**src/jtp_pkg.sv**
```systemverilog
// jtp_pkg: constants and types for the test access port
// assumes: one system clock; all pins are sampled into that domain
package jtp_pkg;
  localparam int IR_W = 6;
  localparam int BYP_W = 1;
  localparam int ID_W = 32;
  localparam int BIST_W = 1;
  localparam int BSR_W = 159;
  localparam int TLR_TMS_CNT = 5;
  localparam logic [2:0] TMS_CNT_MAX = 3'h5;
  localparam logic [IR_W-1:0] IR_CAPTURE = 6'h01;
  localparam logic [IR_W-1:0] OP_EXTEST = 6'h00;
  localparam logic [IR_W-1:0] OP_SAMPLE = 6'h01;
  localparam logic [IR_W-1:0] OP_IDCODE = 6'h02;
  localparam logic [IR_W-1:0] OP_CLAMP = 6'h04;
  localparam logic [IR_W-1:0] OP_RUNBIST = 6'h07;
  localparam logic [IR_W-1:0] OP_HIGHZ = 6'h08;
  localparam logic [IR_W-1:0] OP_BYPASS = 6'h3F;
  localparam logic [IR_W-1:0] IR_RST_VAL = OP_IDCODE;
  localparam logic BYP_CAPTURE = 1'h0;
  localparam logic TDO_RST_VAL = 1'h0;
  localparam logic [3:0] PIN_SYNC_RST = 4'h0;

  typedef enum {
    ST_TLR, ST_RTI, ST_SEL_DR, ST_CAP_DR, ST_SH_DR, ST_EX1_DR, ST_PA_DR,
    ST_EX2_DR, ST_UPD_DR, ST_SEL_IR, ST_CAP_IR, ST_SH_IR, ST_EX1_IR,
    ST_PA_IR, ST_EX2_IR, ST_UPD_IR
  } jtp_state_t;

  typedef enum {DR_BSR, DR_ID, DR_BIST, DR_BYP} jtp_dr_t;
endpackage

```
**src/jtp_link_if.sv**
```systemverilog
// jtp_link_if: sampled test pins and test clock edge strobes
// assumes: driven by jtp_pin_sync, read by the port core, same clock
`timescale 1ns/1ps
interface jtp_link_if;
  logic tck_rise;
  logic tck_fall;
  logic tms;
  logic tdi;
  logic trst_act;
  modport sync (output tck_rise, tck_fall, tms, tdi, trst_act);
  modport core (input tck_rise, tck_fall, tms, tdi, trst_act);
endinterface

```
**src/jtp_pin_sync.sv**
```systemverilog
// jtp_pin_sync: two-stage pin synchroniser and test clock edge finder
// assumes: test clock much slower than clk_i (at least 4 cycles a phase)
`timescale 1ns/1ps
module jtp_pin_sync
  import jtp_pkg::*;
(
  input wire logic clk_i,
  input wire logic rst_i,
  input wire logic tck_i,
  input wire logic tms_i,
  input wire logic tdi_i,
  input wire logic trst_n_i,
  jtp_link_if.sync lnk
);
  logic [3:0] s1_ff;
  logic [3:0] s2_ff;
  logic tck_d_ff;

  // bit 3 test clock, 2 mode select, 1 data in, 0 reset (low active)
  always_ff @(posedge clk_i) begin
    if (rst_i) begin
      s1_ff <= PIN_SYNC_RST;
      s2_ff <= PIN_SYNC_RST;
      tck_d_ff <= 1'b0;
    end else begin
      s1_ff <= {tck_i, tms_i, tdi_i, trst_n_i};
      s2_ff <= s1_ff;
      tck_d_ff <= s2_ff[3];
    end
  end

  // mode and data are stable around the edge, so same-stage samples suffice
  assign lnk.tck_rise = s2_ff[3] & ~tck_d_ff;
  assign lnk.tck_fall = ~s2_ff[3] & tck_d_ff;
  assign lnk.tms = s2_ff[2];
  assign lnk.tdi = s2_ff[1];
  assign lnk.trst_act = ~s2_ff[0];
endmodule

```
**src/jtp_shreg.sv**
```systemverilog
// jtp_shreg: capture/shift stage with a parallel update latch
// assumes: strobes are one-cycle pulses, never two at once
`timescale 1ns/1ps
module jtp_shreg #(
  parameter int W = 6,
  parameter logic [W-1:0] RST_VAL = '0
) (
  input wire logic clk_i,
  input wire logic rst_i,
  input wire logic clr_i,
  input wire logic cap_i,
  input wire logic shift_i,
  input wire logic upd_i,
  input wire logic tdi_i,
  input wire logic [W-1:0] pdata_i,
  output logic [W-1:0] sreg_o,
  output logic [W-1:0] latch_o
);
  // msb fed from serial input, lsb is the serial output
  always_ff @(posedge clk_i) begin
    if (rst_i) begin
      sreg_o <= '0;
    end else if (cap_i) begin
      sreg_o <= pdata_i;
    end else if (shift_i) begin
      sreg_o <= {tdi_i, sreg_o[W-1:1]};
    end
  end

  always_ff @(posedge clk_i) begin
    if (rst_i || clr_i) begin
      latch_o <= RST_VAL;
    end else if (upd_i) begin
      latch_o <= sreg_o;
    end
  end
endmodule

```
**src/jtp_tap_ctrl.sv**
```systemverilog
// jtp_tap_ctrl: boundary-scan test access port core
// assumes: test pins asynchronous to CLK_I, test clock slow against it
`timescale 1ns/1ps
module jtp_tap_ctrl
  import jtp_pkg::*;
#(
  // arbitrary value; bit 0 must stay 1
  parameter logic [ID_W-1:0] ID_CODE = 32'h0000_0001
) (
  input wire logic CLK_I,
  input wire logic RST_I,
  input wire logic TCK_I,
  input wire logic TMS_I,
  input wire logic TDI_I,
  input wire logic TRST_N_I,
  output logic TDO_O,
  output logic TDO_OE_O,
  input wire logic [BSR_W-1:0] BSR_PIN_I,
  output logic [BSR_W-1:0] BSR_OUT_O,
  input wire logic BIST_FAIL_I,
  output logic BIST_START_O,
  output logic [IR_W-1:0] INSTR_O,
  output logic PINS_FROM_BSR_O,
  output logic PINS_FLOAT_O,
  output logic TEST_RESET_O
);
  jtp_link_if lnk();

  jtp_state_t state_ff;
  jtp_state_t nxt_state;
  jtp_dr_t dr_sel;
  logic [IR_W-1:0] ir_sreg;
  logic [IR_W-1:0] ir_latch;
  logic [BSR_W-1:0] bsr_sreg;
  logic [ID_W-1:0] id_ff;
  logic byp_ff;
  logic bist_ff;
  logic tdo_ff;
  logic tdo_oe_ff;
  logic bist_start_ff;
  logic pins_bsr_ff;
  logic pins_float_ff;
  logic rise;
  logic fall;
  logic cap_dr;
  logic sh_dr;
  logic upd_dr;
  logic ser_out;
  logic [2:0] tms_cnt;

  // graph of the controller
  function automatic jtp_state_t next_of(jtp_state_t st, logic tms);
    jtp_state_t ns;
    ns = ST_TLR;
    case (st)
      ST_TLR: ns = tms ? ST_TLR : ST_RTI;
      ST_RTI: ns = tms ? ST_SEL_DR : ST_RTI;
      ST_SEL_DR: ns = tms ? ST_SEL_IR : ST_CAP_DR;
      ST_CAP_DR: ns = tms ? ST_EX1_DR : ST_SH_DR;
      ST_SH_DR: ns = tms ? ST_EX1_DR : ST_SH_DR;
      ST_EX1_DR: ns = tms ? ST_UPD_DR : ST_PA_DR;
      ST_PA_DR: ns = tms ? ST_EX2_DR : ST_PA_DR;
      ST_EX2_DR: ns = tms ? ST_UPD_DR : ST_SH_DR;
      ST_UPD_DR: ns = tms ? ST_SEL_DR : ST_RTI;
      ST_SEL_IR: ns = tms ? ST_TLR : ST_CAP_IR;
      ST_CAP_IR: ns = tms ? ST_EX1_IR : ST_SH_IR;
      ST_SH_IR: ns = tms ? ST_EX1_IR : ST_SH_IR;
      ST_EX1_IR: ns = tms ? ST_UPD_IR : ST_PA_IR;
      ST_PA_IR: ns = tms ? ST_EX2_IR : ST_PA_IR;
      ST_EX2_IR: ns = tms ? ST_UPD_IR : ST_SH_IR;
      ST_UPD_IR: ns = tms ? ST_SEL_DR : ST_RTI;
      default: ns = ST_TLR;
    endcase
    return ns;
  endfunction

  // opcode decode
  // reserved patterns fall back to bypass so the chain stays one bit
  function automatic jtp_dr_t dr_of(logic [IR_W-1:0] op);
    jtp_dr_t d;
    d = DR_BYP;
    case (op)
      OP_EXTEST, OP_SAMPLE: d = DR_BSR;
      OP_IDCODE: d = DR_ID;
      OP_RUNBIST: d = DR_BIST;
      default: d = DR_BYP;
    endcase
    return d;
  endfunction

  function automatic logic in_shift(jtp_state_t st);
    return (st == ST_SH_DR) || (st == ST_SH_IR);
  endfunction

  // pins sampled into the system clock
  jtp_pin_sync u_sync (
    .clk_i(CLK_I),
    .rst_i(RST_I),
    .tck_i(TCK_I),
    .tms_i(TMS_I),
    .tdi_i(TDI_I),
    .trst_n_i(TRST_N_I),
    .lnk(lnk.sync)
  );

  assign rise = lnk.tck_rise;
  assign fall = lnk.tck_fall;
  assign nxt_state = next_of(state_ff, lnk.tms);

  // reset entry, held while test reset active
  // moves only on a rising test clock edge
  always_ff @(posedge CLK_I) begin
    if (RST_I || lnk.trst_act) begin
      state_ff <= ST_TLR;
    end else if (rise) begin
      state_ff <= nxt_state;
    end
  end

  // latch forced to identification in the reset state
  jtp_shreg #(.W(IR_W), .RST_VAL(IR_RST_VAL)) u_ir (
    .clk_i(CLK_I),
    .rst_i(RST_I),
    .clr_i(state_ff == ST_TLR),
    .cap_i(rise && state_ff == ST_CAP_IR),
    .shift_i(rise && state_ff == ST_SH_IR),
    .upd_i(fall && state_ff == ST_UPD_IR),
    .tdi_i(lnk.tdi),
    .pdata_i(IR_CAPTURE),
    .sreg_o(ir_sreg),
    .latch_o(ir_latch)
  );

  // selected data register from the latch only
  assign dr_sel = dr_of(ir_latch);
  // capture and shift only in their own states
  assign cap_dr = rise && state_ff == ST_CAP_DR;
  assign sh_dr = rise && state_ff == ST_SH_DR;
  assign upd_dr = fall && state_ff == ST_UPD_DR;

  jtp_shreg #(.W(BSR_W), .RST_VAL('0)) u_bsr (
    .clk_i(CLK_I),
    .rst_i(RST_I),
    .clr_i(1'b0),
    .cap_i(cap_dr && dr_sel == DR_BSR),
    .shift_i(sh_dr && dr_sel == DR_BSR),
    .upd_i(upd_dr && dr_sel == DR_BSR),
    .tdi_i(lnk.tdi),
    .pdata_i(BSR_PIN_I),
    .sreg_o(bsr_sreg),
    .latch_o(BSR_OUT_O)
  );

  always_ff @(posedge CLK_I) begin
    if (RST_I) begin
      byp_ff <= BYP_CAPTURE;
    end else if (cap_dr && dr_sel == DR_BYP) begin
      byp_ff <= BYP_CAPTURE;
    end else if (sh_dr && dr_sel == DR_BYP) begin
      byp_ff <= lnk.tdi;
    end
  end

  // identification register, capture and shift, no latch
  always_ff @(posedge CLK_I) begin
    if (RST_I) begin
      id_ff <= ID_CODE;
    end else if (cap_dr && dr_sel == DR_ID) begin
      id_ff <= ID_CODE;
    end else if (sh_dr && dr_sel == DR_ID) begin
      id_ff <= {lnk.tdi, id_ff[ID_W-1:1]};
    end
  end

  // self-test result; zero means pass
  always_ff @(posedge CLK_I) begin
    if (RST_I) begin
      bist_ff <= 1'b0;
    end else if (cap_dr && dr_sel == DR_BIST) begin
      bist_ff <= BIST_FAIL_I;
    end else if (sh_dr && dr_sel == DR_BIST) begin
      bist_ff <= lnk.tdi;
    end
  end

  // self-test kicked on each idle clock; it is not stopped on leaving idle
  always_ff @(posedge CLK_I) begin
    if (RST_I) begin
      bist_start_ff <= 1'b0;
    end else begin
      bist_start_ff <= rise && state_ff == ST_RTI && ir_latch == OP_RUNBIST;
    end
  end

  always_comb begin
    case (dr_sel)
      DR_BSR: ser_out = bsr_sreg[0];
      DR_ID: ser_out = id_ff[0];
      DR_BIST: ser_out = bist_ff;
      default: ser_out = byp_ff;
    endcase
    if (state_ff == ST_SH_IR) begin
      ser_out = ir_sreg[0];
    end
  end

  // change on falling edges; test reset floats at once
  always_ff @(posedge CLK_I) begin
    if (RST_I || lnk.trst_act) begin
      tdo_ff <= TDO_RST_VAL;
      tdo_oe_ff <= 1'b0;
    end else if (fall) begin
      tdo_ff <= ser_out;
      tdo_oe_ff <= in_shift(state_ff);
    end
  end

  // pin control off in reset; latch already forced there
  always_ff @(posedge CLK_I) begin
    if (RST_I || state_ff == ST_TLR) begin
      pins_bsr_ff <= 1'b0;
      pins_float_ff <= 1'b0;
    end else begin
      pins_bsr_ff <= ir_latch == OP_EXTEST || ir_latch == OP_CLAMP ||
                     ir_latch == OP_RUNBIST;
      pins_float_ff <= ir_latch == OP_HIGHZ;
    end
  end

  assign TDO_O = tdo_ff;
  assign TDO_OE_O = tdo_oe_ff;
  assign BIST_START_O = bist_start_ff;
  assign INSTR_O = ir_latch;
  assign PINS_FROM_BSR_O = pins_bsr_ff;
  assign PINS_FLOAT_O = pins_float_ff;
  assign TEST_RESET_O = state_ff == ST_TLR;

  always_ff @(posedge CLK_I) begin
    if (RST_I) begin
      tms_cnt <= 3'h0;
    end else if (rise) begin
      if (!lnk.tms) begin
        tms_cnt <= 3'h0;
      end else if (tms_cnt != TMS_CNT_MAX) begin
        tms_cnt <= tms_cnt + 3'h1;
      end
    end
  end
endmodule

```
**config.mk**
```make
export PLATFORM = sky130hd
export DESIGN_NAME = jtp_tap_ctrl
export DESIGN_NICKNAME = d
export VERILOG_FILES = /design/src/jtp_pkg.sv /design/src/jtp_link_if.sv /design/src/jtp_pin_sync.sv /design/src/jtp_shreg.sv /design/src/jtp_tap_ctrl.sv
export SDC_FILE = /design/constraint.sdc
export NUM_CORES = 1
export LEC_CHECK = 0
export BUFFER_PORTS_ARGS = -buffer_cell sky130_fd_sc_hd__buf_2
export CAP_MARGIN = 30
export CORE_MARGIN = 5
export CORE_UTILIZATION = 56
export CTS_BUF_LIST = sky130_fd_sc_hd__clkbuf_4
export DETAILED_ROUTE_END_ITERATION = 8
export PLACE_DENSITY = 0.79
export SYNTH_ARGS = -nofsm -noshare
export SYNTH_HDL_FRONTEND = slang
export SYNTH_SLANG_ARGS = --single-unit
```
**constraint.sdc**
```tcl
create_clock -name CLK_I -period 2.7 [get_ports CLK_I]
set_input_delay 0.54 -clock CLK_I [delete_from_list [all_inputs] [get_ports CLK_I]]
set_output_delay 0.54 -clock CLK_I [all_outputs]
set_load 0.005 [all_outputs]
```
# Yosys cells after proc, flatten, opt, wreduce, memory -nomap -nowiden

Cells that the tools add are included.

Bits in registers: 410
Output and inout port bits: 171
Word-level logic and storage cells: 113
Input port bits: 166

Bitwise operators: 5
Eq/ne operators: 32
Muxes and demuxes: 22
Reductions and logical operators: 37

Operators with widths:

| cell                                                                    | count |
|---|---|
| 159-bit 2-to-1 mux                                                      | 2 |
| 32-bit by 4-bit equality test with 1-bit output (second input constant) | 9 |
| 32-bit by 3-bit equality test with 1-bit output (second input constant) | 7 |
| 32-bit by 2-bit equality test with 1-bit output (second input constant) | 5 |
| 32-bit by 5-bit equality test with 1-bit output (second input constant) | 4 |
| 32-bit zero test                                                        | 4 |
| 32-bit by 1-bit equality test with 1-bit output (second input constant) | 2 |
| 4-bit one-hot mux with 12 select lines                                  | 1 |
| 1-bit logical AND                                                       | 17 |
| 4-bit 2-to-1 mux                                                        | 4 |
| 6-bit by 3-bit equality test with 1-bit output (second input constant)  | 2 |
| 2-bit OR reduction                                                      | 6 |
| 1-bit 2-to-1 mux                                                        | 8 |
| 6-bit by 1-bit equality test with 1-bit output (second input constant)  | 1 |
| 6-bit by 2-bit equality test with 1-bit output (second input constant)  | 1 |
| 6-bit by 4-bit equality test with 1-bit output (second input constant)  | 1 |
| 6-bit zero test                                                         | 1 |
| 2-bit 2-to-1 mux                                                        | 3 |
| 3-bit 2-to-1 mux                                                        | 2 |
| 2-bit one-hot mux with 3 select lines                                   | 1 |
| 2-bit nonzero test                                                      | 3 |
| 1-bit logical OR                                                        | 5 |
| 1-bit NOT                                                               | 3 |
| 1-bit one-hot mux with 3 select lines                                   | 1 |
| other kinds (2)                                                         | 3 |

# Logic depth before layout (Yosys ltp)

Word-level depth: 7
Depth in mapped cells: 8
Mapped depth without buffers: 4

# Cells and area by module

Synthesis repeated with hierarchy kept, for this count alone.

Cells, all modules: 1508
Area total of the unflattened synthesis: 16509.6 um^2

By module, submodules not included:

| module            | area each (um^2) | cells an instance | sequential area each (um^2) | times used |
|---|---|---|---|---|
| jtp_shreg (u_bsr) | 13753.2          | 1221              | 6366.1                      | 1 |
| jtp_tap_ctrl      | 2011.9           | 219               | 860.8                       | 1 |
| jtp_shreg (u_ir)  | 491.7            | 47                | 240.2                       | 1 |
| jtp_pin_sync      | 252.7            | 21                | 180.2                       | 1 |

# Worst setup path before layout

Ideal clock, no wire load.

Path kind: flip-flop to flip-flop
From: register u_ir.latch_o[1]
To: register u_bsr.sreg_o[0]
Period minus slack after synthesis: 2.115 ns
Path slack: 0.585 ns
Buffers on the path: 4
Arrival time: 1.982 ns
Stages on the path, launching flop included: 8
Library setup time: 0.133 ns
Required time: 2.567 ns
Path through: dfxtp_1 > clkbuf_1 > or4_4 > a2111oi_4 > buf_2 > buf_2 > buf_2 > a311oi_1

Longest elaborated chain between the ends: 6
Elaborated cells on any way between the ends: 11
Classes of those cells: eq/ne (3); mux (2); reduce/logical (6)

Ends and longest elaborated chain:

| element                                                                                  | RTL line                                 | text |
|---|---|---|
| start, declared                                                                          | jtp_shreg.sv:17                          | `output logic [W-1:0] latch_o` |
| start signal, assigned                                                                   | jtp_shreg.sv:34                          | `latch_o <= sreg_o;` |
| 6-bit by 1-bit equality test with 1-bit output / 6-bit zero test (equally long branches) | jtp_tap_ctrl.sv:82                       | `case (op)` |
| 2-bit OR reduction                                                                       | jtp_tap_ctrl.sv:82                       |  |
| 2-bit one-hot mux with 3 select lines (*)                                                | jtp_tap_ctrl.sv:82                       |  |
| 32-bit zero test (*)                                                                     | jtp_tap_ctrl.sv:145, jtp_tap_ctrl.sv:146 |  |
| 1-bit logical AND (on tied branches)                                                     | jtp_tap_ctrl.sv:145, jtp_tap_ctrl.sv:146 |  |
| 159-bit 2-to-1 mux / 2-bit nonzero test (equally long branches)                          | -                                        |  |
| end signal, assigned                                                                     | jtp_shreg.sv:24                          | `sreg_o <= pdata_i;` |
| end signal, assigned                                                                     | jtp_shreg.sv:26                          | `sreg_o <= {tdi_i, sreg_o[W-1:1]};` |
| end, declared                                                                            | jtp_shreg.sv:16                          | `output logic [W-1:0] sreg_o,` |

Every way passes the cells marked *; elsewhere a longest branch is shown, timed or not.
A chain may end at the register's enable or synchronous reset.

# Final worst setup path

From: register state_ff[3]
To: output port TEST_RESET_O

Longest elaborated chain between the ends: 1

Ends and longest elaborated chain:

| element                | RTL line            | text |
|---|---|---|
| start, declared        | jtp_tap_ctrl.sv:29  | `jtp_state_t state_ff;` |
| start signal, assigned | jtp_tap_ctrl.sv:116 | `state_ff <= nxt_state;` |
| 32-bit zero test       | jtp_tap_ctrl.sv:236 | `assign TEST_RESET_O = state_ff == ST_TLR;` |
| end, declared          | jtp_tap_ctrl.sv:25  | `output logic TEST_RESET_O` |

No other way between the ends.

==> flow_metrics.env <==
export IMPL_filler_cell_count=2186
export IMPL_hp_class="primary input to register"
export IMPL_drc=0
export IMPL_clk_latency_ps=710
export IMPL_yosys_area_top_type="dfxtp_1"
export IMPL_rsz0062_at_grt="no"
export IMPL_setup_worst_path_class="register to primary output"
export IMPL_clockBufferDepth=3
export IMPL_viasPerCell=5.54
export IMPL_numCtsBuffers=95
export IMPL_skew_ps=35.8
export IMPL_synthMuxAreaShare_pct=2.37
export IMPL_cp_slowest_cell="or2_2"
export IMPL_antenna_found_initial=3
export IMPL_crit_fanout=17
export IMPL_path_cells="buf_4 -> or2_2 -> nor3_1 -> buf_2"
export IMPL_leakagePower_nw=6.63
export IMPL_drive_above_1_share_pct=23.5
export IMPL_synth_top_family_by_area="simple AND/OR/NAND/NOR gates"
export IMPL_tritoncts="built"
export IMPL_synthSimpleGateAreaFrac_pct=24.1
export IMPL_crit_path_max_incr_delay_ps=320
export IMPL_grt_usage_pct=26.1
export IMPL_fin_setup_tns_ps=0
export IMPL_die_h_um=172
export IMPL_wl_met2_mm=19.3
export IMPL_clk_pin_slew_ps=70
export IMPL_vias=14200
export IMPL_netlist_area_um2=14800
export IMPL_synthAdderAreaFrac_pct=0
export IMPL_cts_root_buf="clkbuf_4"
export IMPL_status="complete, no violations"
export IMPL_synth_xor_xnor_area_share_pct=0.119
export IMPL_start_util_pct=56.8
export IMPL_h_tree_depth=3
export IMPL_fmax_mhz=406
export IMPL_cp_start_kind="register"
export IMPL_synth_top_cell_area_share_pct=51.8
export IMPL_ios=337
export IMPL_syn_num_nets=2021
export IMPL_ctsResizeCount=0
export IMPL_synth_edf_count=0
export IMPL_ys_flop_type="dfxtp_1"
export IMPL_place_gp_congestion=0.854
export IMPL_syn_area_per_cell_um2=7.96
export IMPL_dp_hpwl_mm=26.9
export IMPL_end_kind="primary output"
export IMPL_maxSlewViolCount=0
export IMPL_grt_pass1_vias=12900
export IMPL_synth_area_top_cells="dfxtp_1, nand2_1, a311oi_1, a21oi_1, nor2_1"
export IMPL_p_total_mw=10.7
export IMPL_cp_arrival_ps=1920
export IMPL_core_um2=26000
export IMPL_rrSetupSlack_ps=270
export IMPL_min_period_ps=2460
export IMPL_final_area_um2=17800
export IMPL_place_area_um2=16600
export IMPL_dr_pass1_iters=5
export IMPL_crit_required_ps=2160
export IMPL_routed_wl_met3_mm=3.72
export IMPL_setup_violations=0
export IMPL_ir_drop_uv=419
export IMPL_ys_seq_area_share_pct=51.8
export IMPL_period_share_pct=91.2
export IMPL_yosysWarnings=0
export IMPL_synth_seq_cells=382
export IMPL_worst_pin_slew_ps=911
export IMPL_grt_pass1_wl_mm=64.0
export IMPL_drt_total_wl_mm=40.9
export IMPL_final_cell_mix="nand2_1, dfxtp_1, buf_2, nor2_1, a21oi_1"
export IMPL_ant_nets=0
export IMPL_cap_violations=0
export IMPL_drt_iter0_drc=1329
export IMPL_top_layer="met5"
export IMPL_relSlewSlack_pct=39.3
export IMPL_power_density_nw_per_um2=602
export IMPL_grt_ovfl_total=0
export IMPL_cts_num_sinks=382
export IMPL_wl_met1_mm=16.8
export IMPL_row_count=59
export IMPL_cts_setup_buffers=0
export IMPL_async_flop_share_pct=0
export IMPL_dieArea_um2=29700
export IMPL_final_common_cell="nand2_1"
export IMPL_synthToLayoutAreaGrowth_pct=20.6
export IMPL_yosysUniqueCellTypes=47
export IMPL_fin_nets=2326
export IMPL_postCtsHoldBufs=0
export IMPL_fp_dieW_um=172
export IMPL_hold_viol_final=0
export IMPL_syn_instance_count=1855
export IMPL_wl_per_cell_um=16.0
export IMPL_portBuffers=336
export IMPL_holdWs_ps=71.7
export IMPL_synth_compound_area_share_pct=16.9
export IMPL_grt_max_degree=164
worst max-delay path: cells and delay by family, from the launching register on:
family                 cells  cell delay (ps)
AND/OR/NAND/NOR            2              550
buffers and inverters      2              370
flip-flops                 1              310
worst paths after layout:
path,start,to,cells after the start
max,state_ff[3]$_SDFFE_PP0P_,TEST_RESET_O,4
max reg2reg,state_ff[1]$_SDFFE_PP0P_,u_bsr.sreg_o[66]$_SDFFE_PP0P_,5
min,TDI_I,u_sync.s1_ff[1]$_SDFF_PP0_,2
min reg2reg,u_sync.s1_ff[1]$_SDFF_PP0_,u_sync.s2_ff[1]$_SDFF_PP0_,1
where the power goes:
| group | switching, mW | internal [mW] |
|---|---|---|
| Combinational | 0.153 | 0.107 |
| Clock | 2.19 | 2.63 |
| Sequential | 0.00458 | 5.64 |
| Total | 2.35 | 8.38 |
area by class of cell:
cell class	count	area, um^2	share of cell area [%]
Antenna cell	3	7.51	0.0422
Clock buffer	140	1050	5.90
Clock inverter	18	151	0.850
Inverter	7	26.3	0.148
Multi-Input combinational cell	1307	6440	36.2
Sequential cell	382	7650	42.9
Tap cell	335	419	2.35
Timing Repair Buffer	367	2060	11.6
registers in the layout (all words and copies together), names as in the netlist:
register	flops
TDO_OE_O	1
u_bsr.sreg_o	159
PINS_FROM_BSR_O	1
bist_ff	1
BIST_START_O	1
u_ir.latch_o	6
u_sync.s1_ff	4
u_ir.sreg_o	6
u_bsr.latch_o	159
state_ff	4
byp_ff	1
id_ff	32
PINS_FLOAT_O	1
u_sync.tck_d_ff	1
u_sync.s2_ff	4
TDO_O	1
logic make-up after synthesis:
group | Yosys count
simple gates | 908
flops | 382
compound gates | 362
buf+inv | 166
mux | 35
xor+xnor | 2
synth_stat cells, drive strengths merged (7+ instances only):
master	instances
a21oi	169
a311oi	160
buf	56
clkbuf	103
dfxtp	382
inv	7
mux2i	35
nand2	648
nor2	205
nor2b	13
nor3	11
o21ai	12
metal layers:
metal	vias up	GRT usage, %
li1	6934	-
met1	6559	34.0
met2	607	42.7
met3	81	5.99
met4	2	9.23
met5	-	0
per-stage QoR:
step           setup WS, ps  std cells  utilization [%]
6_report                237       2559             68.5
5_1_grt                 117       2558             68.5
4_1_cts                 188       2556             68.5
3_5_place_dp            359       2398             63.9
3_3_place_gp            451       2398             63.9
2_1_floorplan           585       1855                -
Note: power is estimated with default switching activity, not from simulation.
